$ cat src/inc/isse_pkg.sv
package isse_pkg;

  // address constants and counts
  localparam logic [4:0] TEN_PREFIX = 5'h1E;
  localparam logic [7:0] GC_ADDR    = 8'h00;
  localparam logic [3:0] BYTE_BITS  = 4'h8;
  localparam logic [3:0] CNT_RST    = 4'h0;
  localparam int         TX_DEPTH   = 2;
  localparam int         BYTE_W     = 8;

  // byte engine states
  typedef enum logic [2:0] {
    ISSE_IDLE  = 3'b000,
    ISSE_ADDR  = 3'b001,
    ISSE_ADDR2 = 3'b010,
    ISSE_RXD   = 3'b011,
    ISSE_TXD   = 3'b100,
    ISSE_ACK   = 3'b101,
    ISSE_TXACK = 3'b110
  } isse_state_type;

  // software configuration bits
  typedef struct packed {
    logic [9:0] own_address_reg;
    logic       ten_bit_addr_select;
    logic       rx_stretch_enable;
    logic       general_call_enable;
    logic       accept_all_enable;
    logic       slope_limit_disable;
  } isse_cfg_type;

  // sampled bus view
  typedef struct packed {
    logic scl;
    logic sda;
    logic scl_rise;
    logic scl_fall;
    logic start;
    logic stop;
  } isse_bus_type;

  // pin synchroniser state
  typedef struct packed {
    logic scl_m;
    logic scl_s;
    logic scl_d;
    logic sda_m;
    logic sda_s;
    logic sda_d;
  } isse_sync_type;

  // engine state
  typedef struct packed {
    isse_state_type state;
    isse_state_type after;
    logic [3:0]     cnt;
    logic [7:0]     shift;
    logic [7:0]     rx_byte;
    logic           rx_full;
    logic           rx_ov;
    logic           rel;
    logic           hold;
    logic           ten_match;
    logic           ack_drive;
    logic           gc;
    logic           addr;
    logic           loaded;
    logic           master_ack;
    logic           sda_oe;
    logic           slv_ev;
    logic           mst_ev;
    logic           slope_off;
    logic           tx_mode;
  } isse_core_type;

  localparam isse_sync_type SYNC_RST = '1;
  localparam isse_core_type CORE_RST = '{state: ISSE_IDLE,
                                         after: ISSE_IDLE,
                                         rel: 1'b1,
                                         default: '0};

endpackage

$ cat src/logic/isse_pin_sync.sv
`timescale 1ns/10ps
module isse_pin_sync
(
  // clock and reset
  input  wire logic                  mclk,
  input  wire logic                  rstn,
  // bus pins
  input  wire logic                  scl_in,
  input  wire logic                  sda_in,
  // sampled view
  output isse_pkg::isse_bus_type     bus
);

  isse_pkg::isse_sync_type st;
  isse_pkg::isse_sync_type next_st;

  // two stages, then one delay stage for edges
  always_comb
  begin
    next_st       = st;
    next_st.scl_m = scl_in;
    next_st.scl_s = st.scl_m;
    next_st.scl_d = st.scl_s;
    next_st.sda_m = sda_in;
    next_st.sda_s = st.sda_m;
    next_st.sda_d = st.sda_s;
  end

  // bus idles high
  always_ff @(posedge mclk)
  begin
    if (!rstn)
      st <= isse_pkg::SYNC_RST;
    else
      st <= next_st;
  end

  // edges and conditions from settled samples only
  assign bus.scl      = st.scl_s;
  assign bus.sda      = st.sda_s;
  assign bus.scl_rise = st.scl_s & ~st.scl_d;
  assign bus.scl_fall = ~st.scl_s & st.scl_d;
  assign bus.start    = st.scl_s & st.scl_d & st.sda_d & ~st.sda_s;
  assign bus.stop     = st.scl_s & st.scl_d & ~st.sda_d & st.sda_s;

endmodule

$ cat src/logic/isse_tx_fifo.sv
`timescale 1ns/10ps
module isse_tx_fifo
#(
  parameter int W     = 8,
  parameter int DEPTH = 2
)
(
  // clock and reset
  input  wire logic         mclk,
  input  wire logic         rstn,
  // filling side
  input  wire logic         in_valid,
  input  wire logic [W-1:0] in_data,
  output logic              in_ready,
  // draining side
  output logic              out_valid,
  output logic [W-1:0]      out_data,
  input  wire logic         out_ready
);

  localparam int          AW       = $clog2(DEPTH);
  localparam logic [AW:0] FULL_CNT = (AW+1)'(DEPTH);

  typedef struct packed {
    logic [DEPTH-1:0][W-1:0] mem;
    logic [AW:0]             wr;
    logic [AW:0]             rd;
    logic                    full;
    logic                    empty;
  } isse_fifo_type;

  isse_fifo_type st;
  isse_fifo_type next_st;
  logic          push;
  logic          take;
  logic [AW:0]   used;

  assign push = in_valid && !st.full;
  assign take = out_ready && !st.empty;

  // pointers wrap one bit wider so full and empty differ
  always_comb
  begin
    next_st = st;
    if (push)
    begin
      next_st.mem[st.wr[AW-1:0]] = in_data;
      next_st.wr                 = st.wr + 1'b1;
    end
    if (take)
      next_st.rd = st.rd + 1'b1;
    used          = next_st.wr - next_st.rd;
    next_st.full  = (used == FULL_CNT);
    next_st.empty = (used == '0);
  end

  always_ff @(posedge mclk)
  begin
    if (!rstn)
      st <= '{empty: 1'b1, default: '0};
    else
      st <= next_st;
  end

  // flags are registered, head word read by index
  assign in_ready  = !st.full;
  assign out_valid = !st.empty;
  assign out_data  = st.mem[st.rd[AW-1:0]];

endmodule

$ cat src/logic/isse_slave_engine.sv
`timescale 1ns/10ps
// Contract
// - read address acked, hold SCL if buffer empty until release set
// - transmit eight bits, change SDA on fall
// - transmit byte pulses slave event at ninth fall
// - write address receives; load and ack if free
// - full buffer: no ack, no load, still pulse
// - overflow but empty: load, answer not-ack
// - ten-bit first byte prefix and high bits
// - ten-bit second byte against low bits
// - repeated start read after full ten-bit match
// - transmit ack with empty buffer clears release
// - byte loaded before ninth fall, no stretch
// - stretch enabled and full: clear release, hold
// - buffer read before ninth fall, no stretch
// - software may set release at any time
// - ten-bit stretch in address phase and data
// - hold SCL only after falling edge seen
// - stretch disabled ignores release clears
// - separate master and slave event flags
// - slope limit disable control bit
// - accept-all matches every address
// - general call compare when enabled
// - general call loads buffer, master event
// - seven-bit compare, bit zero is direction
// - address match acks, slave event, buffer kept
// - select seven or ten bit matching
module isse_slave_engine
(
  // clock and reset
  input  wire logic                  mclk,
  input  wire logic                  rstn,
  // two-wire pins
  input  wire logic                  scl_in,
  input  wire logic                  sda_in,
  output logic                       scl_out,
  output logic                       scl_oe,
  output logic                       sda_out,
  output logic                       sda_oe,
  // configuration
  input  wire isse_pkg::isse_cfg_type cfg,
  // software strobes
  input  wire logic                  rel_set,
  input  wire logic                  rel_clear,
  input  wire logic                  rx_read,
  input  wire logic                  ov_clear,
  // transmit byte stream
  input  wire logic                  tx_valid,
  input  wire logic [7:0]            tx_data,
  output logic                       tx_ready,
  // status
  output logic [7:0]                 rx_byte_reg,
  output logic                       rx_full_flag,
  output logic                       rx_overflow_flag,
  output logic                       tx_full_flag,
  output logic                       clock_release_bit,
  output logic                       ten_bit_match_flag,
  output logic                       slave_event_flag,
  output logic                       master_event_flag,
  output logic                       slope_limit_off,
  output logic                       tx_mode
);

  isse_pkg::isse_core_type st;
  isse_pkg::isse_core_type next_st;
  isse_pkg::isse_bus_type  bus;
  logic                    tx_full;
  logic [7:0]              tx_head;
  logic                    pop;
  logic                    hit7;
  logic                    hit10;
  logic                    gc_hit;
  logic                    rw;
  logic                    aa;

  // pin sampling and edge finding
  isse_pin_sync u_sync
  (
    .mclk   (mclk),
    .rstn   (rstn),
    .scl_in (scl_in),
    .sda_in (sda_in),
    .bus    (bus)
  );

  // transmit bytes wait here until loaded into the shift register
  isse_tx_fifo
  #(
    .W     (isse_pkg::BYTE_W),
    .DEPTH (isse_pkg::TX_DEPTH)
  )
  u_fifo
  (
    .mclk      (mclk),
    .rstn      (rstn),
    .in_valid  (tx_valid),
    .in_data   (tx_data),
    .in_ready  (tx_ready),
    .out_valid (tx_full),
    .out_data  (tx_head),
    .out_ready (pop)
  );

  // address decode on the completed byte
  assign rw     = st.shift[0];
  assign aa     = cfg.accept_all_enable;
  assign hit7   = cfg.own_address_reg[6:0] == st.shift[7:1];
  assign hit10  = st.shift[7:3] == isse_pkg::TEN_PREFIX
               && st.shift[2:1] == cfg.own_address_reg[9:8];
  assign gc_hit = cfg.general_call_enable
               && st.shift == isse_pkg::GC_ADDR;

  // byte engine
  always_comb
  begin
    next_st           = st;
    pop               = 1'b0;
    next_st.slv_ev    = 1'b0;
    next_st.mst_ev    = 1'b0;
    next_st.slope_off = cfg.slope_limit_disable;
    // software clears come first so hardware sets win
    if (rx_read)
      next_st.rx_full = 1'b0;
    if (ov_clear)
      next_st.rx_ov = 1'b0;
    if (rel_clear && cfg.rx_stretch_enable)
      next_st.rel = 1'b0;
    case (st.state)
      isse_pkg::ISSE_ADDR,
      isse_pkg::ISSE_ADDR2,
      isse_pkg::ISSE_RXD:
      begin
        if (bus.scl_rise && st.cnt != isse_pkg::BYTE_BITS)
        begin
          next_st.shift = {st.shift[6:0], bus.sda};
          next_st.cnt   = st.cnt + 4'h1;
        end
        else if (bus.scl_fall && st.cnt == isse_pkg::BYTE_BITS)
        begin
          next_st.cnt       = isse_pkg::CNT_RST;
          next_st.state     = isse_pkg::ISSE_ACK;
          next_st.ack_drive = 1'b1;
          next_st.gc        = 1'b0;
          next_st.addr      = st.state != isse_pkg::ISSE_RXD;
          next_st.after     = isse_pkg::ISSE_RXD;
          if (st.state == isse_pkg::ISSE_RXD)
          begin
            if (st.rx_full)
            begin
              next_st.ack_drive = 1'b0;
              next_st.rx_ov     = 1'b1;
            end
            else
            begin
              next_st.rx_byte   = st.shift;
              next_st.rx_full   = 1'b1;
              next_st.ack_drive = !st.rx_ov;
            end
          end
          else if (st.state == isse_pkg::ISSE_ADDR2)
          begin
            if (aa || st.shift == cfg.own_address_reg[7:0])
              next_st.ten_match = 1'b1;
            else
            begin
              next_st.ten_match = 1'b0;
              next_st.state     = isse_pkg::ISSE_IDLE;
            end
          end
          else if (gc_hit && !rw)
          begin
            next_st.gc      = 1'b1;
            next_st.rx_byte = st.shift;
            next_st.rx_full = 1'b1;
          end
          else if (aa || (!cfg.ten_bit_addr_select && hit7))
          begin
            // buffer untouched by own address
            if (rw)
              next_st.after = isse_pkg::ISSE_TXD;
          end
          else if (cfg.ten_bit_addr_select && hit10 && !rw)
          begin
            next_st.ten_match = 1'b0;
            next_st.after     = isse_pkg::ISSE_ADDR2;
          end
          else if (cfg.ten_bit_addr_select && hit10 && st.ten_match)
            next_st.after = isse_pkg::ISSE_TXD;
          else
          begin
            next_st.ten_match = 1'b0;
            next_st.state     = isse_pkg::ISSE_IDLE;
          end
        end
      end
      isse_pkg::ISSE_ACK:
      begin
        if (bus.scl_fall)
        begin
          next_st.state  = st.after;
          next_st.loaded = 1'b0;
          next_st.mst_ev = st.gc;
          next_st.slv_ev = !st.gc;
          if (st.after == isse_pkg::ISSE_TXD)
          begin
            if (!tx_full)
              next_st.rel = 1'b0;
          end
          else if (cfg.rx_stretch_enable
                   && ((st.addr && cfg.ten_bit_addr_select)
                       || (!st.addr && st.rx_full)))
            next_st.rel = 1'b0;
        end
      end
      isse_pkg::ISSE_TXD:
      begin
        if (!st.loaded)
        begin
          if (tx_full)
          begin
            next_st.shift  = tx_head;
            next_st.loaded = 1'b1;
            pop            = 1'b1;
          end
        end
        else if (bus.scl_rise && st.cnt != isse_pkg::BYTE_BITS)
          next_st.cnt = st.cnt + 4'h1;
        else if (bus.scl_fall && st.cnt == isse_pkg::BYTE_BITS)
        begin
          next_st.cnt   = isse_pkg::CNT_RST;
          next_st.state = isse_pkg::ISSE_TXACK;
        end
        else if (bus.scl_fall && st.cnt != isse_pkg::CNT_RST)
          next_st.shift = {st.shift[6:0], 1'b0};
      end
      isse_pkg::ISSE_TXACK:
      begin
        if (bus.scl_rise)
          next_st.master_ack = !bus.sda;
        if (bus.scl_fall)
        begin
          next_st.slv_ev = 1'b1;
          if (st.master_ack)
          begin
            next_st.state  = isse_pkg::ISSE_TXD;
            next_st.loaded = 1'b0;
            if (!tx_full)
              next_st.rel = 1'b0;
          end
          else
            next_st.state = isse_pkg::ISSE_IDLE;
        end
      end
      default:
        next_st.cnt = isse_pkg::CNT_RST;
    endcase
    // start and stop override any byte in progress
    if (bus.start)
    begin
      next_st.state = isse_pkg::ISSE_ADDR;
      next_st.cnt   = isse_pkg::CNT_RST;
    end
    else if (bus.stop)
    begin
      next_st.state     = isse_pkg::ISSE_IDLE;
      next_st.ten_match = 1'b0;
    end
    if (rel_set)
      next_st.rel = 1'b1;
    // hold only from a seen falling edge, low until released
    next_st.hold    = !next_st.rel
                   && (st.hold || bus.scl_fall);
    next_st.sda_oe  = (next_st.state == isse_pkg::ISSE_ACK
                       && next_st.ack_drive)
                   || (next_st.state == isse_pkg::ISSE_TXD
                       && next_st.loaded
                       && !next_st.shift[7]);
    next_st.tx_mode = next_st.state == isse_pkg::ISSE_TXD
                   || next_st.state == isse_pkg::ISSE_TXACK;
  end

  always_ff @(posedge mclk)
  begin
    if (!rstn)
      st <= isse_pkg::CORE_RST;
    else
      st <= next_st;
  end

  // outputs straight from state
  assign scl_out            = 1'b0;
  assign sda_out            = 1'b0;
  assign scl_oe             = st.hold;
  assign sda_oe             = st.sda_oe;
  assign rx_byte_reg        = st.rx_byte;
  assign rx_full_flag       = st.rx_full;
  assign rx_overflow_flag   = st.rx_ov;
  assign tx_full_flag       = tx_full;
  assign clock_release_bit  = st.rel;
  assign ten_bit_match_flag = st.ten_match;
  assign slave_event_flag   = st.slv_ev;
  assign master_event_flag  = st.mst_ev;
  assign slope_limit_off    = st.slope_off;
  assign tx_mode            = st.tx_mode;
endmodule

$ cat config.mk
export PLATFORM = sky130hd
export DESIGN_NAME = isse_slave_engine
export DESIGN_NICKNAME = d
export VERILOG_FILES = /design/src/inc/isse_pkg.sv /design/src/logic/isse_pin_sync.sv /design/src/logic/isse_tx_fifo.sv /design/src/logic/isse_slave_engine.sv
export SDC_FILE = /design/constraint.sdc
export NUM_CORES = 1
export LEC_CHECK = 0
export BUFFER_PORTS_ARGS = -buffer_cell sky130_fd_sc_hd__buf_2
export CAP_MARGIN = 20
export CORE_ASPECT_RATIO = 0.75
export CORE_MARGIN = 5
export CORE_UTILIZATION = 51
export CTS_CLUSTER_DIAMETER = 40
export DETAILED_ROUTE_END_ITERATION = 6
export PLACE_DENSITY = 0.78
export SYNTH_ARGS = -nofsm -noshare
export SYNTH_HDL_FRONTEND = slang
export SYNTH_HIERARCHICAL = 1
export SYNTH_SLANG_ARGS = --single-unit
$ cat constraint.sdc
create_clock -name mclk -period 5.9 [get_ports mclk]
set_input_delay 1.18 -clock mclk [delete_from_list [all_inputs] [get_ports mclk]]
set_output_delay 1.18 -clock mclk [all_outputs]
set_load 0.05 [all_outputs]
Word level (Yosys, flattened, before mapping)
Index checks and enable logic that the tools add are counted.
Word-level totals
  logic and storage cells: 223
  flip-flop bits (word level): 69
Cells by class
  eq/ne operators: 28
  magnitude comparators: 3
  add/sub/neg operators: 4
  mux-type cells: 90
  bitwise logic cells: 14
  reductions and logical operators: 51
Operators by type and width (count)
  2-to-1 mux 8 bit: 9
  2-to-1 mux 3 bit: 18
  2-to-1 mux 9 bit: 4
  2-to-1 mux 1 bit: 34
  2-to-1 mux 4 bit: 7
  == test 3 bit, second input constant: 7
  logical AND 1 bit: 21
  2-to-1 mux 6 bit: 3
  inequality test 3 bit, second input constant: 6
  bitwise mux 16 bit: 1
  one-hot mux 8 bit (2 select lines): 1
  2-to-1 mux 2 bit: 6
  one-hot mux 3 bit (4 select lines): 1
  one-hot mux 4 bit (3 select lines): 1
  AND reduction 6 bit: 2
  logical NOT 1 bit: 10
  2-to-1 mux 10 bit: 1
  demux 8 bit (select 1 bit): 1
  == test 8 bit: 1
  logical NOT 8 bit: 1
  inequality test 2 bit, second input constant: 4
  AND 1 bit: 7
  == test 7 bit: 1
  NOT 1 bit: 7
  other kinds (24): 36

Depth between registers and ports, before layout
Gate-level depths: netlist (run 1).
  word-level depth: 19
  mapped depth: 9
  mapped depth without buffers: 9

Hierarchy
The synthesis (run 1) kept the hierarchy.
By module, submodules not included
  isse_slave_engine: cells each 278, instances 1, area each 2482.4 um2, sequential area each 820.8 um2
  isse_tx_fifo: cells each 87, instances 1, area each 939.7 um2, sequential area each 440.4 um2
  isse_pin_sync: cells each 18, instances 1, area each 205.2 um2, sequential area each 120.1 um2

Least setup slack after synthesis (run 1)
OpenSTA, ideal clock, no wires.
  kind: in2reg
  start: input port cfg[9] (netlist name)
  end: register st (netlist bit sda_oe)
  setup time: 0.120 ns
  arrival time: 2.238 ns
  stages: 7
  slack: 3.542 ns
  cells stage by stage: xor2_1 > nor4_2 > a21oi_2 > nand4_2 > a41oi_2 > mux2i_1 > nor3_2
Between the ends
  word-level cells in the longest chain between the ends: 16
  elaborated cells on any way between the ends: 21
  classes of those cells: eq/ne (4); mux (10); reduce/logical (7)
RTL lines
  start, declared: RTL line isse_slave_engine.sv:41  | input wire isse_pkg::isse_cfg_type cfg,
  == test 7 bit: RTL line isse_slave_engine.sv:107  | assign hit7 = cfg.own_address_reg[6:0] == st.shift[7:1];
  logical AND 1 bit: RTL line isse_slave_engine.sv:176  | else if (aa || (!cfg.ten_bit_addr_select && hit7))
  logical OR 1 bit: RTL line isse_slave_engine.sv:176
  2-to-1 mux 3 bit: RTL line isse_slave_engine.sv:176
  2-to-1 mux 6 bit: RTL line isse_slave_engine.sv:170  | else if (gc_hit && !rw)
  2-to-1 mux 3 bit (*): RTL line isse_slave_engine.sv:160  | else if (st.state == isse_pkg::ISSE_ADDR2)
  2-to-1 mux 6 bit (*): RTL line isse_slave_engine.sv:146  | if (st.state == isse_pkg::ISSE_RXD)
  2-to-1 mux 10 bit (*): RTL line isse_slave_engine.sv:138  | else if (bus.scl_fall && st.cnt == isse_pkg::BYTE_BITS)
  2-to-1 mux 6 bit (*): RTL line isse_slave_engine.sv:133  | if (bus.scl_rise && st.cnt != isse_pkg::BYTE_BITS)
  one-hot mux 3 bit (4 select lines) (*): RTL line isse_slave_engine.sv:128  | case (st.state)
  2-to-1 mux 3 bit (*): RTL line isse_slave_engine.sv:263  | else if (bus.stop)
  2-to-1 mux 3 bit (*): RTL line isse_slave_engine.sv:258  | if (bus.start)
  == test 3 bit: RTL line isse_slave_engine.sv:275  | || (next_st.state == isse_pkg::ISSE_TXD
  logical AND 1 bit: RTL line isse_slave_engine.sv:276  | && next_st.loaded
  logical AND 1 bit: RTL line isse_slave_engine.sv:277  | && !next_st.shift[7]);
  logical OR 1 bit (*): RTL line isse_slave_engine.sv:275
  end signal, assigned: RTL line isse_slave_engine.sv:285  | st <= isse_pkg::CORE_RST;
  end signal, assigned: RTL line isse_slave_engine.sv:287  | st <= next_st;
  end, declared: RTL line isse_slave_engine.sv:64  | isse_pkg::isse_core_type st;
Mark *: on every way between the ends. The rest lies on a longest branch, timed or not. The select of a mux whose other input is x is not followed.
A chain may end at the register's enable or synchronous reset.

==> flow_summary.rst, run 1 <==
.. list-table::
   :header-rows: 1

   * - Metric
     - Value
   * - DRC
     - 0
   * - Startpoint types
     - register
   * - Via count
     - 2743
   * - Max FO, Critical Path
     - 12
   * - Clock input transition at the sequential cells of the worst setup and hold paths
     - 0.07 ns
   * - Clock Latency Late Sink
     - 0.34 ns
   * - Detail Route Antenna Nets
     - 0
   * - Starting density of the core
     - 52.7%
   * - Die Height
     - between 80 and 90 µm
   * - Required time of the critical path
     - 6.13 ns
   * - Global placement routability congestion
     - 0.843
   * - Drt initial violations
     - about 190
   * - Total Wirelength
     - 7720 µm
   * - Number of sinks driven by the clock tree
     - 69
   * - Power density cells
     - 284 nW/µm²
   * - Max Fclk
     - 368 MHz
   * - Antenna violations before repair
     - 0
   * - Critical path class
     - register to register
   * - Count of input and output buffers
     - 51
   * - Number of instances in the synthesized netlist
     - 382
   * - Root cell of the clock tree
     - sky130_fd_sc_hd__clkbuf_8
   * - Maximum clock skew at final layout
     - 0.0119 ns
   * - Maximum number of pins on one net before global-route repair
     - 41
   * - Wire length of the first global-routing pass
     - between 10000 and 15000 µm
   * - Number of top-level pins
     - between 50 and 60
   * - Utilization after layout
     - 58.2%
   * - Fin crit period
     - 2.72 ns
   * - Post-detailed-placement half-perimeter wirelength
     - ~5600 µm
   * - Post-Synthesis Cell Area
     - 3620 µm²
   * - Die Area
     - 8900 µm²
   * - Total power consumption of the routed design
     - 1.13 mW
   * - Via count normalized by instance count
     - 5.36
   * - Number of CTS-inserted buffers
     - 9
   * - Data arrival at the endpoint of the critical path
     - around 3.0 ns
   * - Antenna cells
     - 0
   * - Worst reg-to-reg path cell count
     - 7
   * - Total congestion overflow after global routing
     - 0
   * - Worst ir drop on vdd
     - about 0.00018 V
   * - Outcome
     - finished, final reports clean
   * - Pleak
     - approximately 1.6 nW
   * - Post-route design area
     - 4000 µm²
   * - Critical path capture point type
     - register
   * - Setup slack after layout
     - 3.18 ns
   * - Site row count
     - 26
   * - TNS Setup
     - 0 ns
   * - Maximum count of clock buffers along a single path
     - 2
   * - Horizontal die dimension
     - 107 µm
   * - Cell depth of the worst min-delay path
     - 1
   * - CTS tree
     - built
   * - Setup slack after placement
     - 3.23 ns
   * - Post-cts sizing count
     - 0
   * - Ratio of final minimum period to clock period
     - between 40% and 50%
   * - Mean instance size in the synthesized netlist
     - 9.48 µm²
   * - Maxcap violations
     - 0
   * - Hold buffers post-CTS
     - 0
   * - Vias in the first global route
     - between 2000 and 3000
   * - Wirelength per Cell
     - 15.1 µm
   * - Post CTS Setup Buffer Count
     - 0
   * - Post-place instance area
     - approximately 3700 µm²
   * - Smallest hold slack
     - 0.414 ns
   * - Relative slew slack
     - between 30% and 40%
   * - Slew at the pin closest to its max-slew limit
     - 0.967 ns
   * - Total placed cells including tap cells
     - 496
   * - Final setup violating endpoints
     - 0
   * - Area added between synthesis and finish
     - 10.4%
   * - Fraction of final layout cells with drive strength greater than 1
     - a little under a quarter
   * - Final-report max-slew violation count
     - 0
   * - Number of hold violations in the final report
     - 0
   * - Number of levels the H-tree was split into
     - 3
   * - Worst min-delay path category
     - register to register
   * - Global Route Usage Sum
     - between 15 and 20%
   * - RSZ-0062 raised after global routing
     - no
   * - Final non-filler cell total
     - 512
   * - Standard cell core area
     - approximately 7000 µm²
   * - Total of warnings raised by yosys
     - 6
   * - Final nets
     - approximately 440
   * - DR pass1 iterations
     - 5
## worst paths after layout
path / slack (ns) / endpoint / start
worst min-delay path: 0.41 / u_sync/bus[4] / u_sync/next_st[1]
worst max register to register: 3.18 / rx_byte_reg[4] / u_sync/st[3]
worst min register to register: 0.41 / u_sync/bus[4] / u_sync/next_st[1]
worst max-delay path: 3.18 / rx_byte_reg[4] / u_sync/st[3]
## routing by layer
metal	track usage, %	wire length [µm]	vias up
li1	-	-	1362
met1	24.5	3680	1284
met2	27.4	3420	86
met3	5.66	545	11
met4	4.30	72	0
met5	0	0	-
## report_power, final
| group | leakage, nW | internal, mW | switching (mW) |
|---|---|---|---|
| combinational | 0.951 | 0.0609 | 0.0854 |
| clock | 0.126 | 0.305 | 0.178 |
| sequential | 0.561 | 0.484 | 0.0227 |
## area by class of cell
class	instances	area (µm²)
fill	627	2870
multi-input combinational	266	1940
sequential	69	1380
timing repair buffer	51	255
clock buffer	11	151
tap	98	123
clock inverter	5	106
inverter	12	45.0
## cells in the final DEF, fill, tap and decap left out, types with 3 or more instances in the layout
| cell type | count |
|---|---|
| sky130_fd_sc_hd__a21oi_1 | 10 |
| sky130_fd_sc_hd__a21oi_2 | 3 |
| sky130_fd_sc_hd__a222oi_1 | 7 |
| sky130_fd_sc_hd__and2_1 | 4 |
| sky130_fd_sc_hd__buf_2 | 51 |
| sky130_fd_sc_hd__bufinv_16 | 3 |
| sky130_fd_sc_hd__clkbuf_8 | 11 |
| sky130_fd_sc_hd__dfxtp_1 | 69 |
| sky130_fd_sc_hd__inv_1 | 12 |
| sky130_fd_sc_hd__mux2_2 | 8 |
| sky130_fd_sc_hd__mux2i_1 | 29 |
| sky130_fd_sc_hd__nand2_1 | 17 |
| sky130_fd_sc_hd__nand2b_1 | 13 |
| sky130_fd_sc_hd__nand3_1 | 6 |
| sky130_fd_sc_hd__nand3b_1 | 4 |
| sky130_fd_sc_hd__nand4_1 | 3 |
| sky130_fd_sc_hd__nor2_1 | 37 |
| sky130_fd_sc_hd__nor2b_1 | 29 |
| sky130_fd_sc_hd__nor3_1 | 4 |
| sky130_fd_sc_hd__nor4_2 | 3 |
| sky130_fd_sc_hd__o21a_1 | 3 |
| sky130_fd_sc_hd__o21ai_0 | 6 |
| sky130_fd_sc_hd__o21ai_1 | 6 |
| sky130_fd_sc_hd__xnor2_1 | 12 |
| sky130_fd_sc_hd__xor2_1 | 12 |
## worst max-delay path, cell delays in order (launching register included)
cell and delay [ns]:
sky130_fd_sc_hd__dfxtp_1 0.36, sky130_fd_sc_hd__nor2b_1 0.50, sky130_fd_sc_hd__and4b_4 0.38, sky130_fd_sc_hd__nand2b_2 0.10, sky130_fd_sc_hd__nor2_2 0.42, sky130_fd_sc_hd__o21a_1 0.52
sky130_fd_sc_hd__mux2i_1 0.27, sky130_fd_sc_hd__nor2b_1 0.06
No activity file was read; power rests on OpenSTA's default activity.
==> run 2: changes to the inputs <==
- PLACE_DENSITY: 0.78 -> 0.8
- clock period: 5.9 -> 2.2 ns (I/O delays scaled with it)
==> flow_summary.rst, run 2 (synthesized netlist as in run 1, its figures left out) <==
.. list-table::
   :header-rows: 1

   * - Metric
     - Value
   * - Outcome
     - finished, final reports clean
   * - CP most frequent cell
     - sky130_fd_sc_hd__nor2b_1
   * - Delay of the slowest cell on the worst path
     - 0.43 ns (-0.09 ns)
   * - Critical path's slowest cell
     - sky130_fd_sc_hd__o21a_1
   * - Max FO, Critical Path
     - 9 (-3)
   * - Critical path capture point type
     - register
   * - Smallest hold slack
     - 0.260 ns (-0.154 ns)
   * - Vias in the first global route
     - 2790 (+2.5%)
   * - Critical path class
     - register to register
   * - RSZ-0062 raised after global routing
     - no
   * - Data arrival at the endpoint of the critical path
     - 2.25 ns (-0.70 ns)
   * - Final nets
     - 457 (+3.2%)
   * - Global Route Usage Sum
     - 18.9% (+1.0 points)
   * - Die Height
     - 83.0 µm (unchanged)
   * - Hold Crit Endpoint
     - u_sync/next_st[4]
   * - Standard cell core area
     - 6860 µm² (unchanged)
   * - Final-report max-slew violation count
     - 0 (unchanged)
   * - Commonest non-fill, non-tap cell in the layout
     - sky130_fd_sc_hd__dfxtp_1
   * - Maxcap violations
     - 0 (unchanged)
   * - Max Fclk
     - 498 MHz (+35%)
   * - Required time of the critical path
     - 2.44 ns (-3.69 ns)
   * - Post CTS Setup Buffer Count
     - 0 (unchanged)
   * - Cell depth of the worst min-delay path
     - 2 (+1)
   * - Post-cts sizing count
     - 0 (unchanged)
   * - Count of input and output buffers
     - 51 (unchanged)
   * - Number of top-level pins
     - 54 (unchanged)
   * - Wirelength per Cell
     - 15.4 µm (+1.8%)
   * - Root cell of the clock tree
     - sky130_fd_sc_hd__clkbuf_8
   * - Largest delay share family, worst path
     - simple AND/OR/NAND/NOR gates
   * - Start of the worst register-to-register path
     - u_sync/st[3]
   * - Via count normalized by instance count
     - 5.35 (-0.11%)
   * - Number of CTS-inserted buffers
     - 9 (unchanged)
   * - Startpoint types
     - register
   * - Wire length of the first global-routing pass
     - 13500 µm (+3.9%)
   * - Clock Latency Late Sink
     - 0.36 ns (+0.02 ns)
   * - Clock input transition at the sequential cells of the worst setup and hold paths
     - 0.07 ns (about the same)
   * - Detail Route Antenna Nets
     - 0 (unchanged)
   * - Area added between synthesis and finish
     - 12.5%
   * - Pleak
     - 1.69 nW (+2.9%)
   * - Site row count
     - 26 (unchanged)
   * - Utilization after layout
     - 59.3% (+1.1 points)
   * - Setup slack after placement
     - 0.180 ns (-3.05 ns)
   * - Maximum number of pins on one net before global-route repair
     - 35 (-15%)
   * - Die Area
     - 8900 µm² (unchanged)
   * - Worst ir drop on vdd
     - 0.000509 V (+180%)
   * - Fraction of final layout cells with drive strength greater than 1
     - 25.7% (+2.3 points)
   * - Relative slew slack
     - 57.6% (+22 points)
   * - List of cells traversed by the critical path
     - nor2b_1 > and4b_4 > nand2b_2 > nor2_2 > o21a_1 > mux2i_1 > nor2b_1
   * - Power density cells
     - 718 nW/µm² (+150%)
   * - Worst min-delay path category
     - input pin to register
   * - Global placement routability congestion
     - 0.879 (+4.2%)
   * - Slew at the pin closest to its max-slew limit
     - 0.635 ns (-0.332 ns)
   * - CTS tree
     - built
   * - Buffering stage count on the worst path with inverters included
     - 0 (unchanged)
   * - Fin crit period
     - 2.01 ns (-0.710 ns)
   * - DRC
     - 0 (unchanged)
   * - Endpoint of the worst-slack reg-to-reg timing path
     - rx_byte_reg[3]
   * - Number of sinks driven by the clock tree
     - 69 (unchanged)
   * - Antenna violations before repair
     - 0 (unchanged)
   * - Commonest cells after routing, fill and taps aside
     - sky130_fd_sc_hd__dfxtp_1 (69), sky130_fd_sc_hd__buf_2 (51), sky130_fd_sc_hd__nor2_1 (37), sky130_fd_sc_hd__mux2i_1 (29), sky130_fd_sc_hd__nor2b_1 (29)
   * - Worst hold path startpoint
     - scl_in
   * - Total Wirelength
     - 8080 µm (+4.6%)
   * - Ratio of final minimum period to clock period
     - 91.2% (+45 points)
   * - Via count
     - 2815 (+2.6%)
   * - Starting density of the core
     - 52.7% (unchanged)
   * - Number of hold violations in the final report
     - 0 (unchanged)
   * - Total congestion overflow after global routing
     - 0 (unchanged)
   * - Hold buffers post-CTS
     - 0 (unchanged)
   * - Maximum count of clock buffers along a single path
     - 2 (unchanged)
   * - R2R Setup Slk
     - 0.19 ns (-2.99 ns)
   * - Setup slack after layout
     - 0.194 ns (-2.99 ns)
   * - Number of levels the H-tree was split into
     - 3 (unchanged)
   * - Final setup violating endpoints
     - 0 (unchanged)
   * - Post-detailed-placement half-perimeter wirelength
     - 5820 µm (+3.6%)
   * - Antenna cells
     - 0 (unchanged)
   * - Drt initial violations
     - 292 (+57%)
   * - Horizontal die dimension
     - 107 µm (unchanged)
   * - DR pass1 iterations
     - 6 (+1)
   * - Worst reg-to-reg path cell count
     - 7 (unchanged)
   * - Maximum clock skew at final layout
     - 0.00983 ns (-0.00205 ns)
   * - TNS Setup
     - 0 ns (unchanged)
## run 2: cell count changes in the layout (fill, tap and decap cells not counted)
cell                         previous run  this run
sky130_fd_sc_hd__buf_4                  0        13
sky130_fd_sc_hd__clkbuf_8              11         9
sky130_fd_sc_hd__clkinvlp_4             1         3
sky130_fd_sc_hd__buf_12                 0         1
sky130_fd_sc_hd__bufinv_16              3         2
sky130_fd_sc_hd__clkbuf_1               0         1
sky130_fd_sc_hd__clkinv_2               0         1
sky130_fd_sc_hd__clkinv_4               1         0
## run 2: layout make-up
type,count,area (µm²)
clock inverter,6,87.6
inverter,12,45.0
sequential,69,1380
fill,626,2790
timing repair buffer,65,373
multi-input combinational,266,1940
tap,98,123
clock buffer,10,128
## run 2: stage by stage
step,cell area (µm²),power (mW),cells
6_report,4070,2.92,526
5_1_grt,4070,3.05,526
4_1_cts,4070,2.94,526
3_5_place_dp,3860,1.80,510
3_3_place_gp,3860,1.79,510
2_1_floorplan,3620,1.68,383
## run 2: where the power goes
part / total (mW) / switching, mW / leakage [nW] / internal [mW]
logic: 0.443 / 0.258 / 1.03 / 0.186
registers: 1.34 / 0.0417 / 0.561 / 1.30
clock network: 1.14 / 0.505 / 0.0985 / 0.636
## run 2: worst max path at each step
stage,startpoint,end,depth (start not counted)
2_1_floorplan,u_fifo/st[0],u_fifo/st[0],7
3_3_place_gp,u_sync/st[3],rx_byte_reg[6],7
3_5_place_dp,u_sync/st[3],rx_byte_reg[6],7
4_1_cts,u_sync/st[3],rx_byte_reg[3],7
5_1_grt,u_sync/st[3],rx_byte_reg[3],7
6_report,u_sync/st[3],rx_byte_reg[3],7
## run 2: metal layers
metal / vias up / wire (µm) / global-route usage, %
li1: 1402 / - / -
met1: 1313 / 3760 / 25.0
met2: 91 / 3620 / 29.0
met3: 9 / 608 / 6.82
met4: 0 / 87 / 5.46
met5: - / 0 / 0
## run 2: worst register-to-register path, cell delays in order, from the launching register on
cell                       delay, ns
sky130_fd_sc_hd__dfxtp_1        0.35
sky130_fd_sc_hd__nor2b_1        0.28
sky130_fd_sc_hd__and4b_4        0.33
sky130_fd_sc_hd__nand2b_2       0.10
sky130_fd_sc_hd__nor2_2         0.11
sky130_fd_sc_hd__o21a_1         0.43
sky130_fd_sc_hd__mux2i_1        0.24
sky130_fd_sc_hd__nor2b_1        0.07
